==> config.mk <==
export PLATFORM = sky130hd
export DESIGN_NAME = nnmd_decoder
export DESIGN_NICKNAME = d
export VERILOG_FILES = /design/src/logic/nnmd_pkg.sv /design/src/logic/nnmd_decoder.sv
export VERILOG_INCLUDE_DIRS = /design/src /design/src/logic
export SDC_FILE = /design/constraint.sdc
export NUM_CORES = 1
export LEC_CHECK = 0
export ABC_AREA = 0
export ABC_CLOCK_PERIOD_IN_PS = 2300
export BUFFER_PORTS_ARGS = -buffer_cell sky130_fd_sc_hd__buf_2
export CAP_MARGIN = 20
export CORE_MARGIN = 5
export CORE_UTILIZATION = 52
export CTS_CLUSTER_DIAMETER = 200
export DETAILED_ROUTE_END_ITERATION = 8
export PLACE_DENSITY = 0.77
export SLEW_MARGIN = 15
export SYNTH_ARGS = -nofsm -noshare
export SYNTH_HDL_FRONTEND = slang
export SYNTH_SLANG_ARGS = --single-unit
==> constraint.sdc <==
create_clock -name REF_CLK -period 2.3 [get_ports REF_CLK]
set_input_delay 0.46 -clock REF_CLK [delete_from_list [all_inputs] [get_ports REF_CLK]]
set_output_delay 0.46 -clock REF_CLK [all_outputs]
set_load 0.01 [all_outputs]
==> src/logic/nnmd_consts.svh <==
// Register offsets, field positions, reset values and timing counts of the node decoder
`ifndef NNMD_CONSTS_SVH
`define NNMD_CONSTS_SVH
// Register byte offsets
`define NNMD_OFF_CTRL 12'h000
`define NNMD_OFF_STATUS 12'h004
`define NNMD_OFF_ALIAS 12'h008
`define NNMD_OFF_RAW 12'h00C
// Control register field positions
`define NNMD_CTRL_NODE_LSB 0
`define NNMD_CTRL_HWSEL_BIT 8
`define NNMD_CTRL_VALID_BIT 9
`define NNMD_CTRL_NAMODE_BIT 10
`define NNMD_CTRL_WIDTH 11
`define NNMD_CTRL_RESET 11'h000
// Status register field positions
`define NNMD_STAT_PROP_BIT 8
`define NNMD_STAT_LSS_BIT 9
`define NNMD_STAT_DONE_BIT 10
`define NNMD_STAT_HWSRC_BIT 11
`define NNMD_STAT_ECAT_BIT 12
`define NNMD_STAT_OVER_BIT 13
// Special node numbers
`define NNMD_NODE_LSS 8'hFF
`define NNMD_NODE_NONE 8'h00
// Upper edges of the identity voltage windows, millivolts
`define NNMD_WIN0_MV 12'h212
`define NNMD_WIN1_MV 12'h582
`define NNMD_WIN2_MV 12'h7DA
`define NNMD_WIN3_MV 12'h97E
`define NNMD_WIN4_MV 12'hABE
`define NNMD_WIN5_MV 12'hBC2
`define NNMD_WIN6_MV 12'hC94
`define NNMD_WIN7_MV 12'hD16
// Timing: clock period, input settle time, LED half period (ns)
`define NNMD_CLK_NS 25
`define NNMD_SETTLE_NS 1000000
`define NNMD_BLINK_HALF_NS 500000000
`define NNMD_SETTLE_CYC ((`NNMD_SETTLE_NS + `NNMD_CLK_NS - 1) / `NNMD_CLK_NS)
`define NNMD_BLINK_CYC (`NNMD_BLINK_HALF_NS / `NNMD_CLK_NS)
`endif

==> src/logic/nnmd_pkg.sv <==
// Types shared by the node number and mode decoder
package nnmd_pkg;
  // Power-up sequence, Gray coded
  typedef enum logic [1:0] {
    ST_SETTLE = 2'h0,
    ST_SAMPLE = 2'h1,
    ST_DECODE = 2'h3,
    ST_DONE = 2'h2
  } nnmd_state_t;
  // Software setup word
  typedef struct packed {
    logic node_addr_mode;
    logic setup_valid;
    logic hw_select;
    logic [7:0] stored_node;
  } nnmd_ctrl_t;
  // Quantized identity pin codes
  typedef struct packed {
    logic [2:0] high;
    logic [2:0] mid;
    logic [2:0] low;
  } nnmd_codes_t;
  // Decoded result
  typedef struct packed {
    logic [15:0] station_alias;
    logic lss_inactive;
    logic prop_mode;
    logic hw_source;
    logic [7:0] node;
  } nnmd_result_t;
endpackage

==> src/logic/nnmd_decoder.sv <==
// Power-up node number and fieldbus mode decoder with APB setup registers
//
// Design decisions made here: the address map and the APB slave port.
`timescale 1ns/1ps
`include "nnmd_consts.svh"

module nnmd_decoder #(
  parameter int SETTLE_CYC = `NNMD_SETTLE_CYC,
  parameter int BLINK_CYC = `NNMD_BLINK_CYC
) (
  // Clock, reset, clock enable
  input wire logic REF_CLK,
  input wire logic RST_B,
  input wire logic CLK_EN,
  // Variant strap, identity pin samples in mV, switch
  input wire logic ECAT_VARIANT,
  input wire logic [11:0] IDENTITY_PIN_LOW_MV,
  input wire logic [11:0] IDENTITY_PIN_MID_MV,
  input wire logic [11:0] IDENTITY_PIN_HIGH_MV,
  input wire logic [5:0] NUMBER_SELECT_SWITCH,
  // APB slave
  input wire logic PSEL,
  input wire logic PENABLE,
  input wire logic PWRITE,
  input wire logic [11:0] PADDR,
  input wire logic [31:0] PWDATA,
  output logic [31:0] PRDATA,
  output logic PREADY,
  output logic PSLVERR,
  // Decoded configuration
  output logic [7:0] NODE_NUMBER,
  output logic PROPRIETARY_CAN_MODE,
  output logic LSS_INACTIVE,
  output logic GREEN_LED,
  output logic [15:0] STATION_ALIAS,
  output logic CONFIG_DONE
);

  // Voltage window to code
  function automatic logic [2:0] nnmd_quantize(input logic [11:0] mv);
    logic [2:0] code;
    code = 3'h7;
    if (mv < `NNMD_WIN0_MV) code = 3'h0;
    else if (mv < `NNMD_WIN1_MV) code = 3'h1;
    else if (mv < `NNMD_WIN2_MV) code = 3'h2;
    else if (mv < `NNMD_WIN3_MV) code = 3'h3;
    else if (mv < `NNMD_WIN4_MV) code = 3'h4;
    else if (mv < `NNMD_WIN5_MV) code = 3'h5;
    else if (mv < `NNMD_WIN6_MV) code = 3'h6;
    return code;
  endfunction

  // Register index of an APB address, 3'h7 when unmapped
  function automatic logic [2:0] nnmd_reg_sel(input logic [11:0] addr);
    logic [2:0] sel;
    sel = 3'h7;
    unique case (addr)
      `NNMD_OFF_CTRL: sel = 3'h0;
      `NNMD_OFF_STATUS: sel = 3'h1;
      `NNMD_OFF_ALIAS: sel = 3'h2;
      `NNMD_OFF_RAW: sel = 3'h3;
      default: sel = 3'h7;
    endcase
    return sel;
  endfunction

  nnmd_pkg::nnmd_state_t state_r;
  nnmd_pkg::nnmd_state_t state_nxt;
  nnmd_pkg::nnmd_ctrl_t ctrl_r;
  nnmd_pkg::nnmd_ctrl_t cfg_r;
  nnmd_pkg::nnmd_codes_t codes_r;
  nnmd_pkg::nnmd_codes_t codes_w;
  nnmd_pkg::nnmd_result_t result_nxt;
  logic [42:0] pin_meta_r;
  logic [42:0] pin_sync_r;
  logic [2:0] over_w;
  logic over_r;
  logic [5:0] sw_r;
  logic variant_r;
  logic [31:0] settle_cnt_r;
  logic [31:0] blink_cnt_r;
  logic [8:0] assembled_w;
  logic all_gnd_w;
  logic use_hw_w;
  logic [7:0] hw_node_w;
  logic hw_src_r;
  logic [2:0] sel_w;
  logic wr_w;
  logic rd_w;

  // Two-flop synchroniser for all pin inputs
  always_ff @(posedge REF_CLK or negedge RST_B) begin
    if (!RST_B) begin
      pin_meta_r <= '0;
      pin_sync_r <= '0;
    end else if (CLK_EN) begin
      pin_meta_r <= {ECAT_VARIANT, NUMBER_SELECT_SWITCH, IDENTITY_PIN_HIGH_MV,
                     IDENTITY_PIN_MID_MV, IDENTITY_PIN_LOW_MV};
      pin_sync_r <= pin_meta_r;
    end
  end

  // Quantize each synchronised pin level
  genvar gi;
  generate
    for (gi = 0; gi < 3; gi++) begin : g_pin
      assign codes_w[gi*3 +: 3] = nnmd_quantize(pin_sync_r[gi*12 +: 12]);
      assign over_w[gi] = pin_sync_r[gi*12 +: 12] > `NNMD_WIN7_MV;
    end
  endgenerate

  // Sequence: settle, sample once, decode, hold
  always_comb begin
    state_nxt = state_r;
    unique case (state_r)
      nnmd_pkg::ST_SETTLE: begin
        if (settle_cnt_r == 32'(SETTLE_CYC - 1)) state_nxt = nnmd_pkg::ST_SAMPLE;
      end
      nnmd_pkg::ST_SAMPLE: state_nxt = nnmd_pkg::ST_DECODE;
      nnmd_pkg::ST_DECODE: state_nxt = nnmd_pkg::ST_DONE;
      nnmd_pkg::ST_DONE: state_nxt = nnmd_pkg::ST_DONE;
    endcase
  end

  // State register
  always_ff @(posedge REF_CLK or negedge RST_B) begin
    if (!RST_B) state_r <= nnmd_pkg::ST_SETTLE;
    else if (CLK_EN) state_r <= state_nxt;
  end

  // Settle counter before the single sample
  always_ff @(posedge REF_CLK or negedge RST_B) begin
    if (!RST_B) settle_cnt_r <= '0;
    else if (CLK_EN && state_r == nnmd_pkg::ST_SETTLE) settle_cnt_r <= settle_cnt_r + 32'h1;
  end

  // One-time capture of pins and setup word
  always_ff @(posedge REF_CLK or negedge RST_B) begin
    if (!RST_B) begin
      codes_r <= '0;
      sw_r <= '0;
      variant_r <= 1'b0;
      over_r <= 1'b0;
      cfg_r <= `NNMD_CTRL_RESET;
    end else if (CLK_EN && state_r == nnmd_pkg::ST_SAMPLE) begin
      codes_r <= codes_w;
      sw_r <= pin_sync_r[41:36];
      variant_r <= pin_sync_r[42];
      over_r <= |over_w;
      cfg_r <= ctrl_r;
    end
  end

  // Node assembly; bit 8 dropped, bit 7 is the mode
  assign assembled_w = {1'b0, codes_r.high[1:0], codes_r.mid, codes_r.low};
  assign all_gnd_w = codes_r == '0;
  // Hardware path on selection, invalid setup or a stored value of zero
  assign use_hw_w = cfg_r.hw_select || !cfg_r.setup_valid
                    || cfg_r.stored_node == `NNMD_NODE_NONE;

  // Hardware node per variant
  always_comb begin
    if (variant_r) hw_node_w = {2'h0, sw_r};
    else if (all_gnd_w) hw_node_w = `NNMD_NODE_LSS;
    else hw_node_w = {1'b0, assembled_w[6:0]};
  end

  // Result of the decode
  always_comb begin
    result_nxt.hw_source = use_hw_w;
    result_nxt.node = use_hw_w ? hw_node_w : cfg_r.stored_node;
    result_nxt.prop_mode = !variant_r && assembled_w[7];
    result_nxt.lss_inactive = !variant_r && !result_nxt.prop_mode
                              && result_nxt.node == `NNMD_NODE_LSS;
    if (variant_r && cfg_r.node_addr_mode && result_nxt.node != `NNMD_NODE_LSS)
      result_nxt.station_alias = {8'h00, result_nxt.node};
    else
      result_nxt.station_alias = 16'h0000;
  end

  // Decoded outputs latched once and held
  always_ff @(posedge REF_CLK or negedge RST_B) begin
    if (!RST_B) begin
      NODE_NUMBER <= '0;
      PROPRIETARY_CAN_MODE <= 1'b0;
      LSS_INACTIVE <= 1'b0;
      STATION_ALIAS <= '0;
      hw_src_r <= 1'b0;
      CONFIG_DONE <= 1'b0;
    end else if (CLK_EN && state_r == nnmd_pkg::ST_DECODE) begin
      NODE_NUMBER <= result_nxt.node;
      PROPRIETARY_CAN_MODE <= result_nxt.prop_mode;
      LSS_INACTIVE <= result_nxt.lss_inactive;
      STATION_ALIAS <= result_nxt.station_alias;
      hw_src_r <= result_nxt.hw_source;
      CONFIG_DONE <= 1'b1;
    end
  end

  // Green indicator flash while LSS inactive
  always_ff @(posedge REF_CLK or negedge RST_B) begin
    if (!RST_B) begin
      blink_cnt_r <= '0;
      GREEN_LED <= 1'b0;
    end else if (CLK_EN && LSS_INACTIVE) begin
      if (blink_cnt_r == 32'(BLINK_CYC - 1)) begin
        blink_cnt_r <= '0;
        GREEN_LED <= !GREEN_LED;
      end else begin
        blink_cnt_r <= blink_cnt_r + 32'h1;
      end
    end
  end

  // APB decode; answer in the first access cycle
  assign sel_w = nnmd_reg_sel(PADDR);
  assign wr_w = PSEL && PENABLE && PREADY && PWRITE;
  assign rd_w = PSEL && !PENABLE && !PWRITE;

  // Ready and error raised for the access cycle only
  always_ff @(posedge REF_CLK or negedge RST_B) begin
    if (!RST_B) begin
      PREADY <= 1'b0;
      PSLVERR <= 1'b0;
    end else if (CLK_EN) begin
      PREADY <= PSEL && !PENABLE;
      PSLVERR <= PSEL && !PENABLE && sel_w == 3'h7;
    end
  end

  // Setup word; frozen once sampled
  always_ff @(posedge REF_CLK or negedge RST_B) begin
    if (!RST_B) ctrl_r <= `NNMD_CTRL_RESET;
    else if (CLK_EN && wr_w && sel_w == 3'h0 && state_r == nnmd_pkg::ST_SETTLE)
      ctrl_r <= PWDATA[`NNMD_CTRL_WIDTH-1:0];
  end

  // Read data captured in the setup cycle
  always_ff @(posedge REF_CLK or negedge RST_B) begin
    if (!RST_B) begin
      PRDATA <= '0;
    end else if (CLK_EN) begin
      PRDATA <= '0;
      if (rd_w) begin
        unique case (sel_w)
          3'h0: PRDATA[`NNMD_CTRL_WIDTH-1:0] <= ctrl_r;
          3'h1: begin
            PRDATA[7:0] <= NODE_NUMBER;
            PRDATA[`NNMD_STAT_PROP_BIT] <= PROPRIETARY_CAN_MODE;
            PRDATA[`NNMD_STAT_LSS_BIT] <= LSS_INACTIVE;
            PRDATA[`NNMD_STAT_DONE_BIT] <= CONFIG_DONE;
            PRDATA[`NNMD_STAT_HWSRC_BIT] <= hw_src_r;
            PRDATA[`NNMD_STAT_ECAT_BIT] <= variant_r;
            PRDATA[`NNMD_STAT_OVER_BIT] <= over_r;
          end
          3'h2: PRDATA[15:0] <= STATION_ALIAS;
          3'h3: PRDATA[14:0] <= {sw_r, codes_r};
          default: PRDATA <= '0;
        endcase
      end
    end
  end
endmodule

# ---- Word level (Yosys, flattened, before mapping)
# Cells that the tools add are included.
dict set report word_totals {
  output_inout_bits 62
  elab_cells 139
  reg_bits 254
  inputBits 93
}
dict set report classes {
  n_reduce_logical 35
  n_mux 34
  eq_ne 15
  n_lt_le_gt_ge 24
  add_sub_neg 2
}
# operator n
set op_table {}
lappend op_table {{less-than comparator 12 bit (second input constant)} 12}
lappend op_table {{less-than comparator 12 x 11 -> 1 bit (second input constant)} 6}
lappend op_table {{adder 32 x 1 -> 32 bit (second input constant)} 2}
lappend op_table {{one-hot mux 11 bit (4 select lines)} 1}
lappend op_table {{> comparator 12 bit (second input constant)} 3}
lappend op_table {{less-than comparator 12 x 10 -> 1 bit (second input constant)} 3}
lappend op_table {{two-way mux 3 bit} 12}
lappend op_table {{== test 32 x 16 -> 1 bit (second input constant)} 1}
lappend op_table {{== test 32 x 25 -> 1 bit (second input constant)} 1}
lappend op_table {{two-way mux 32 bit} 1}
lappend op_table {{two-way mux 8 bit} 4}
lappend op_table {{== test 12 x 4 -> 1 bit (second input constant)} 2}
lappend op_table {{logical AND 1 bit} 18}
lappend op_table {{two-way mux 16 bit} 1}
lappend op_table {{two-way mux 2 bit} 7}
lappend op_table {{== test 12 x 3 -> 1 bit (second input constant)} 1}
lappend op_table {{logical NOT 12 bit} 1}
lappend op_table {{one-hot mux 3 bit (4 select lines)} 1}
lappend op_table {{logical NOT 9 bit} 1}
lappend op_table {{one-hot mux 3 bit (3 select lines)} 1}
lappend op_table {{== test 8 bit (second input constant)} 1}
lappend op_table {{logical NOT 8 bit} 1}
lappend op_table {{!= test 8 bit (second input constant)} 1}
lappend op_table {{== test 3 x 2 -> 1 bit (second input constant)} 2}
lappend op_table {{other kinds (15)} 26}

# ---- Logic depth before layout (Yosys ltp)
dict set report logic_depth {
  word_depth 8
  mapped_depth 8
  mapped_depth_nobuf 7
}

# ---- Worst setup path after synthesis
# Ideal clock, no wire load.
dict set report synth_path {
  path_kind {reg2reg}
  startpoint {register codes_r, in the netlist assembled_w[2]}
  endpoint {register STATION_ALIAS[0]}
  path_stages_with_launch 7
  arrival_ns 2.307
  setup_slack_ns -0.128
  n_path_buf 0
  cell_sequence {dfrtp_1 > or4_4 > or3_4 > a221oi_2 > o211ai_2 > or3_4 > a32o_1}
}
dict set report synth_between {
  elab_chain_cells 7
}
# element line
set synth_rtl {}
lappend synth_rtl {{start, declared} nnmd_decoder.sv:71} ;# nnmd_pkg::nnmd_codes_t codes_r;
lappend synth_rtl {{start signal, assigned} nnmd_decoder.sv:146} ;# codes_r <= codes_w;
lappend synth_rtl {{logical NOT 9 bit} nnmd_decoder.sv:156} ;# assign all_gnd_w = codes_r == '0;
lappend synth_rtl {{two-way mux 8 bit (*)} nnmd_decoder.sv:164} ;# else if (all_gnd_w) hw_node_w = `NNMD_NODE_LSS;
lappend synth_rtl {{two-way mux 8 bit (*)} nnmd_decoder.sv:163} ;# if (variant_r) hw_node_w = {2'h0, sw_r};
lappend synth_rtl {{two-way mux 8 bit (*)} nnmd_decoder.sv:171} ;# result_nxt.node = use_hw_w ? hw_node_w : cfg_r.stored_node;
lappend synth_rtl {{!= test 8 bit (no line)} -}
lappend synth_rtl {{logical AND 1 bit (no line)} -}
lappend synth_rtl {{two-way mux 8 bit (*)} nnmd_decoder.sv:175} ;# if (variant_r && cfg_r.node_addr_mode && result_nxt.node != `NNMD_NODE_LSS)
lappend synth_rtl {{end signal, assigned} nnmd_decoder.sv:194} ;# STATION_ALIAS <= result_nxt.station_alias;
lappend synth_rtl {{end, declared} nnmd_decoder.sv:35} ;# output logic [15:0] STATION_ALIAS,
# Every way passes the cells marked *; elsewhere a longest branch is shown, timed or not.
# A chain may end at the register's enable or synchronous reset.

# ---- Worst setup path after layout
dict set report layout_path {
  startpoint {register codes_r, in the netlist assembled_w[6]}
  endpoint {register STATION_ALIAS[0]}
}
# The elaborated chain is that of the path after synthesis.

==> out/qor.log <==
[detailed_routing] detailed-routing iteration count for the pre-antenna-repair pass 5
[cts] clock buffer count from CTS 25
[global_routing] vias in the first global route 7,560
[hold_path] number of stages on the worst hold path 2
[sta] final clock period utilization by the worst path 106.1%
[sta] remaining max-slew budget at the tightest pin 38.28%
[setup_path] type of the setup path with the least slack flip-flop to flip-flop
[layout] area used by multi-input combinational logic 4648 µm²
[global_routing] largest net degree at the start of global routing 80
[sta] shortest clock period the worst path allows after layout 2441 ps
[layout] final standard cell utilization of the core 63.17%
[floorplan] vertical die dimension 152.7 µm
[cts] htree depth 1
[sta] Final Max Slew Viols 0
[yosys] distinct cell type count of the synthesized netlist 73
[pwr] Lkg Pwr 6.108 nW
[detailed_routing] total wirelength of the detailed-routed design 23.14 mm
[cts] Bufs on Longest Clock Path 3
[global_routing] GRT Overall Usage 19.55%
[setup_path] slack of the worst reg-to-reg path -140 ps
[yosys] Syn. warnings 0
[detailed_routing] detailed router's first-iteration violation count 377
[cts] clock transition at the registers of the reported paths 60 ps
[yosys] area share of the leading cell type in the synthesized netlist 54.09%
[setup_path] cell depth of the worst flop-to-flop path 6
[yosys] top cell type by total area after synthesis sky130_fd_sc_hd__dfrtp_1
[layout] fraction of layout instances using a drive strength above 1 31.67%
[placement] number of buffers added on ports 108
[setup_path] worst setup path startpoint assembled_w[6]$_DFFE_PN0P_
[layout] post-synthesis to final-layout area growth 20.25%
[flow_run] MaxCap Viol Count 0
[yosys] most frequent cell after synthesis sky130_fd_sc_hd__dfrtp_1
[layout] Layout Nets 1,203
[sta] final count of negative-setup-slack endpoints 7
[layout] final std cell area, no fill 12,740 µm²
[yosys] Post-synth top cells 229 x sky130_fd_sc_hd__dfrtp_1, 126 x sky130_fd_sc_hd__nand2_1, 95 x sky130_fd_sc_hd__mux2_2
[run_status] result of the run finished with violations
[layout] count of filler cells inserted in the layout 1,571
[sta] slack of the critical path -141.1 ps
[cts] clock latency of the later-clocked register in the worst-skew pair 510 ps
[sta] RSZ-0062 raised after global routing true
[hold_path] start point of the worst min-delay path IDENTITY_PIN_MID_MV[6]
[yosys] cell count after synthesis 943
[detailed_routing] vias per std cell 5.502
[yosys] Mean Syn Cell Area 11.24 µm²
[detailed_routing] via count 7,653
[floorplan] die area 23,330 µm²
[global_routing] leftover overflow at the end of global routing 0
[detailed_routing] routed wirelength normalized by instance count 16.64 µm
[pwr] power density cells 730.0 nW/µm²
[yosys] post-synthesis sequential area ratio 54.09%
[floorplan] number of ports placed on the die boundary 155
[setup_path] CP arrival 2840 ps
[sta] Setup TNS -533.2 ps
[yosys] top cells by area in the synthesized netlist sky130_fd_sc_hd__dfrtp_1 54%, sky130_fd_sc_hd__mux2_2 10%, sky130_fd_sc_hd__nand2_1 4.5%
[setup_path] critical register-to-register path endpoint STATION_ALIAS[0]$_DFFE_PN0P_
[sta] slew at the pin with the worst max-slew slack 925.8 ps
[global_routing] wire length of the first global-routing pass 38.39 mm
[layout] Inserted Diodes 0
[layout] sequential standard cell area 5731 µm²
[floorplan] horizontal extent of the die 152.7 µm
[placement] RD Place Congestion 0.9372
[sta] final hold violation count 0
[yosys] Async S/R FF share, synth 100.0%
[placement] total placed cells including tap cells 1,346
[detailed_routing] post-route DRC violation count 0
[global_routing] initial antenna violation count 0
[detailed_routing] remaining number of nets flagged by the antenna check after routing 0
[setup_path] Req. time, crit path 2700 ps
[cts] clock tree root buffer cell sky130_fd_sc_hd__clkbuf_16
[placement] sum of net half-perimeters after detailed placement 16.66 mm
[setup_path] Crit Reg-Reg Startpoint assembled_w[6]$_DFFE_PN0P_
[run_status] violations in the final reports setup timing
[cts] CTS tree done
[floorplan] Initial Util 52.53%
[cts] number of clock sinks 229
[hold_path] capture endpoint of the worst hold path pin_meta_r[18]$_DFFE_PN0P_
[floorplan] Std-Cell Core Area 20,170 µm²
[setup_path] crit end category flip-flop
[setup_path] maximum fanout along the worst path 4
[hold_path] HP Class input port to flip-flop
[yosys] netlist area before placement 10,600 µm²
[yosys] flop and latch count out of synthesis 229
[sta] maximum achievable frequency 409.6 MHz
[placement] worst slack after detailed placement -115.3 ps
[yosys] Post-synth EDFFs 0
[placement] placed cell areas 11,800 µm²
[layout] non-filler instance count after layout 1,391
[setup_path] type of element launching the critical path flip-flop
[floorplan] number of rows in the core area 52
[pwr] worst supply voltage drop on vdd 0.5381 mV
[yosys] predominant post-synthesis flop cell sky130_fd_sc_hd__dfrtp_1
[sta] Worst Clk Skew 7.457 ps
kinds of logic (layout without fill, tap and decap cells):
logic type | count (synthesis) | count (layout) | share of synthesized area (%)
mux | 110 | 110 | 12.49
simple gates | 319 | 319 | 14.54
buf+inv | 81 | 235 | 3.921
fa+ha+maj | 2 | 2 | 0.2361
other cells | 1 | 25 | 0.03539
compound gates | 138 | 138 | 9.483
xor+xnor | 63 | 63 | 5.208
flops | 229 | 229 | 54.09
sequential cells by signal (all words and copies together), names as in the netlist, 2 cells and up:
| name | cells |
|---|---|
| STATION_ALIAS | 8 |
| pin_sync_r | 43 |
| assembled_w | 8 |
| blink_cnt_r | 32 |
| NODE_NUMBER | 8 |
| state_r | 2 |
| ctrl_r | 11 |
| pin_meta_r | 43 |
| PRDATA | 15 |
| cfg_r | 11 |
| settle_cnt_r | 32 |
| sw_r | 6 |
metrics by stage:
step | power (mW) | hold WS [ps]
floorplan | 5.152 | 164.4
global placement | 5.410 | 455.6
detailed placement | 5.450 | 455.3
CTS | 9.387 | 154.5
global route | 9.707 | 154.4
finish | 9.301 | 170.7
what timing repair did:
item / 4_1_cts / 5_1_grt
hold buffers: 1 / 0
pin swaps: 5 / 3
endpoints found under the hold margin: 68 / 0
endpoints found under the setup margin: 7 / 23
gates resized for setup: 4 / 16
cloned: 0 / 1
buffers inserted: 1 / 2
cells in the final DEF (no fill, tap or decap), types with 11 or more instances in the layout:
cell,synthesis,layout
sky130_fd_sc_hd__a21oi_1,16,15
sky130_fd_sc_hd__a22o_1,11,11
sky130_fd_sc_hd__and3_1,20,20
sky130_fd_sc_hd__buf_2,2,106
sky130_fd_sc_hd__buf_4,29,63
sky130_fd_sc_hd__clkbuf_16,0,25
sky130_fd_sc_hd__conb_1,1,25
sky130_fd_sc_hd__dfrtp_1,229,229
sky130_fd_sc_hd__inv_1,15,15
sky130_fd_sc_hd__mux2_2,95,95
sky130_fd_sc_hd__nand2_1,126,126
sky130_fd_sc_hd__nand3_1,24,24
sky130_fd_sc_hd__nand4_1,17,17
sky130_fd_sc_hd__nor2_1,58,56
sky130_fd_sc_hd__nor3_1,14,13
sky130_fd_sc_hd__nor4_1,15,15
sky130_fd_sc_hd__o21ai_0,38,38
sky130_fd_sc_hd__xnor2_1,30,30
sky130_fd_sc_hd__xor2_1,33,33
worst max-delay path, stage by stage, from the launching register on:
cell,delay [ps]
sky130_fd_sc_hd__dfrtp_1,380
sky130_fd_sc_hd__or4_4,540
sky130_fd_sc_hd__or3_4,430
sky130_fd_sc_hd__a221oi_2,270
sky130_fd_sc_hd__o211ai_2,110
sky130_fd_sc_hd__or3_4,350
sky130_fd_sc_hd__a32o_1,250
routing by layer:
metal | GRT usage, % | part of all wire [%]
met5 | 0 | 0
met4 | 5.134 | 2.6
met3 | 3.863 | 6.4
met2 | 30.79 | 46
met1 | 28.05 | 45
cell type report:
cell class	instances	share of cell area [%]
timing repair buffer	179	9.192
sequential	229	44.98
clock inverter	8	0.9526
tap	270	2.651
inverter	16	0.4714
multi-input combinational	657	36.48
clock buffer	32	5.273
report_power, final:
part | switching [mW] | internal [mW] | leakage, nW
combinational | 0.380 | 0.426 | 2.76
clock | 1.54 | 2.38 | 0.387
sequential | 0.281 | 4.29 | 2.96
worst max-delay path by stage:
stage,depth (start not counted),end,slack [ps]
final,6,STATION_ALIAS[0]$_DFFE_PN0P_,-140
after global routing,6,STATION_ALIAS[0]$_DFFE_PN0P_,-210
after CTS,6,STATION_ALIAS[0]$_DFFE_PN0P_,-140
after detailed placement,6,STATION_ALIAS[0]$_DFFE_PN0P_,-120
after global placement,6,STATION_ALIAS[0]$_DFFE_PN0P_,-100
after floorplan,6,STATION_ALIAS[0]$_DFFE_PN0P_,-100
No activity file was read; power rests on OpenSTA's default activity.
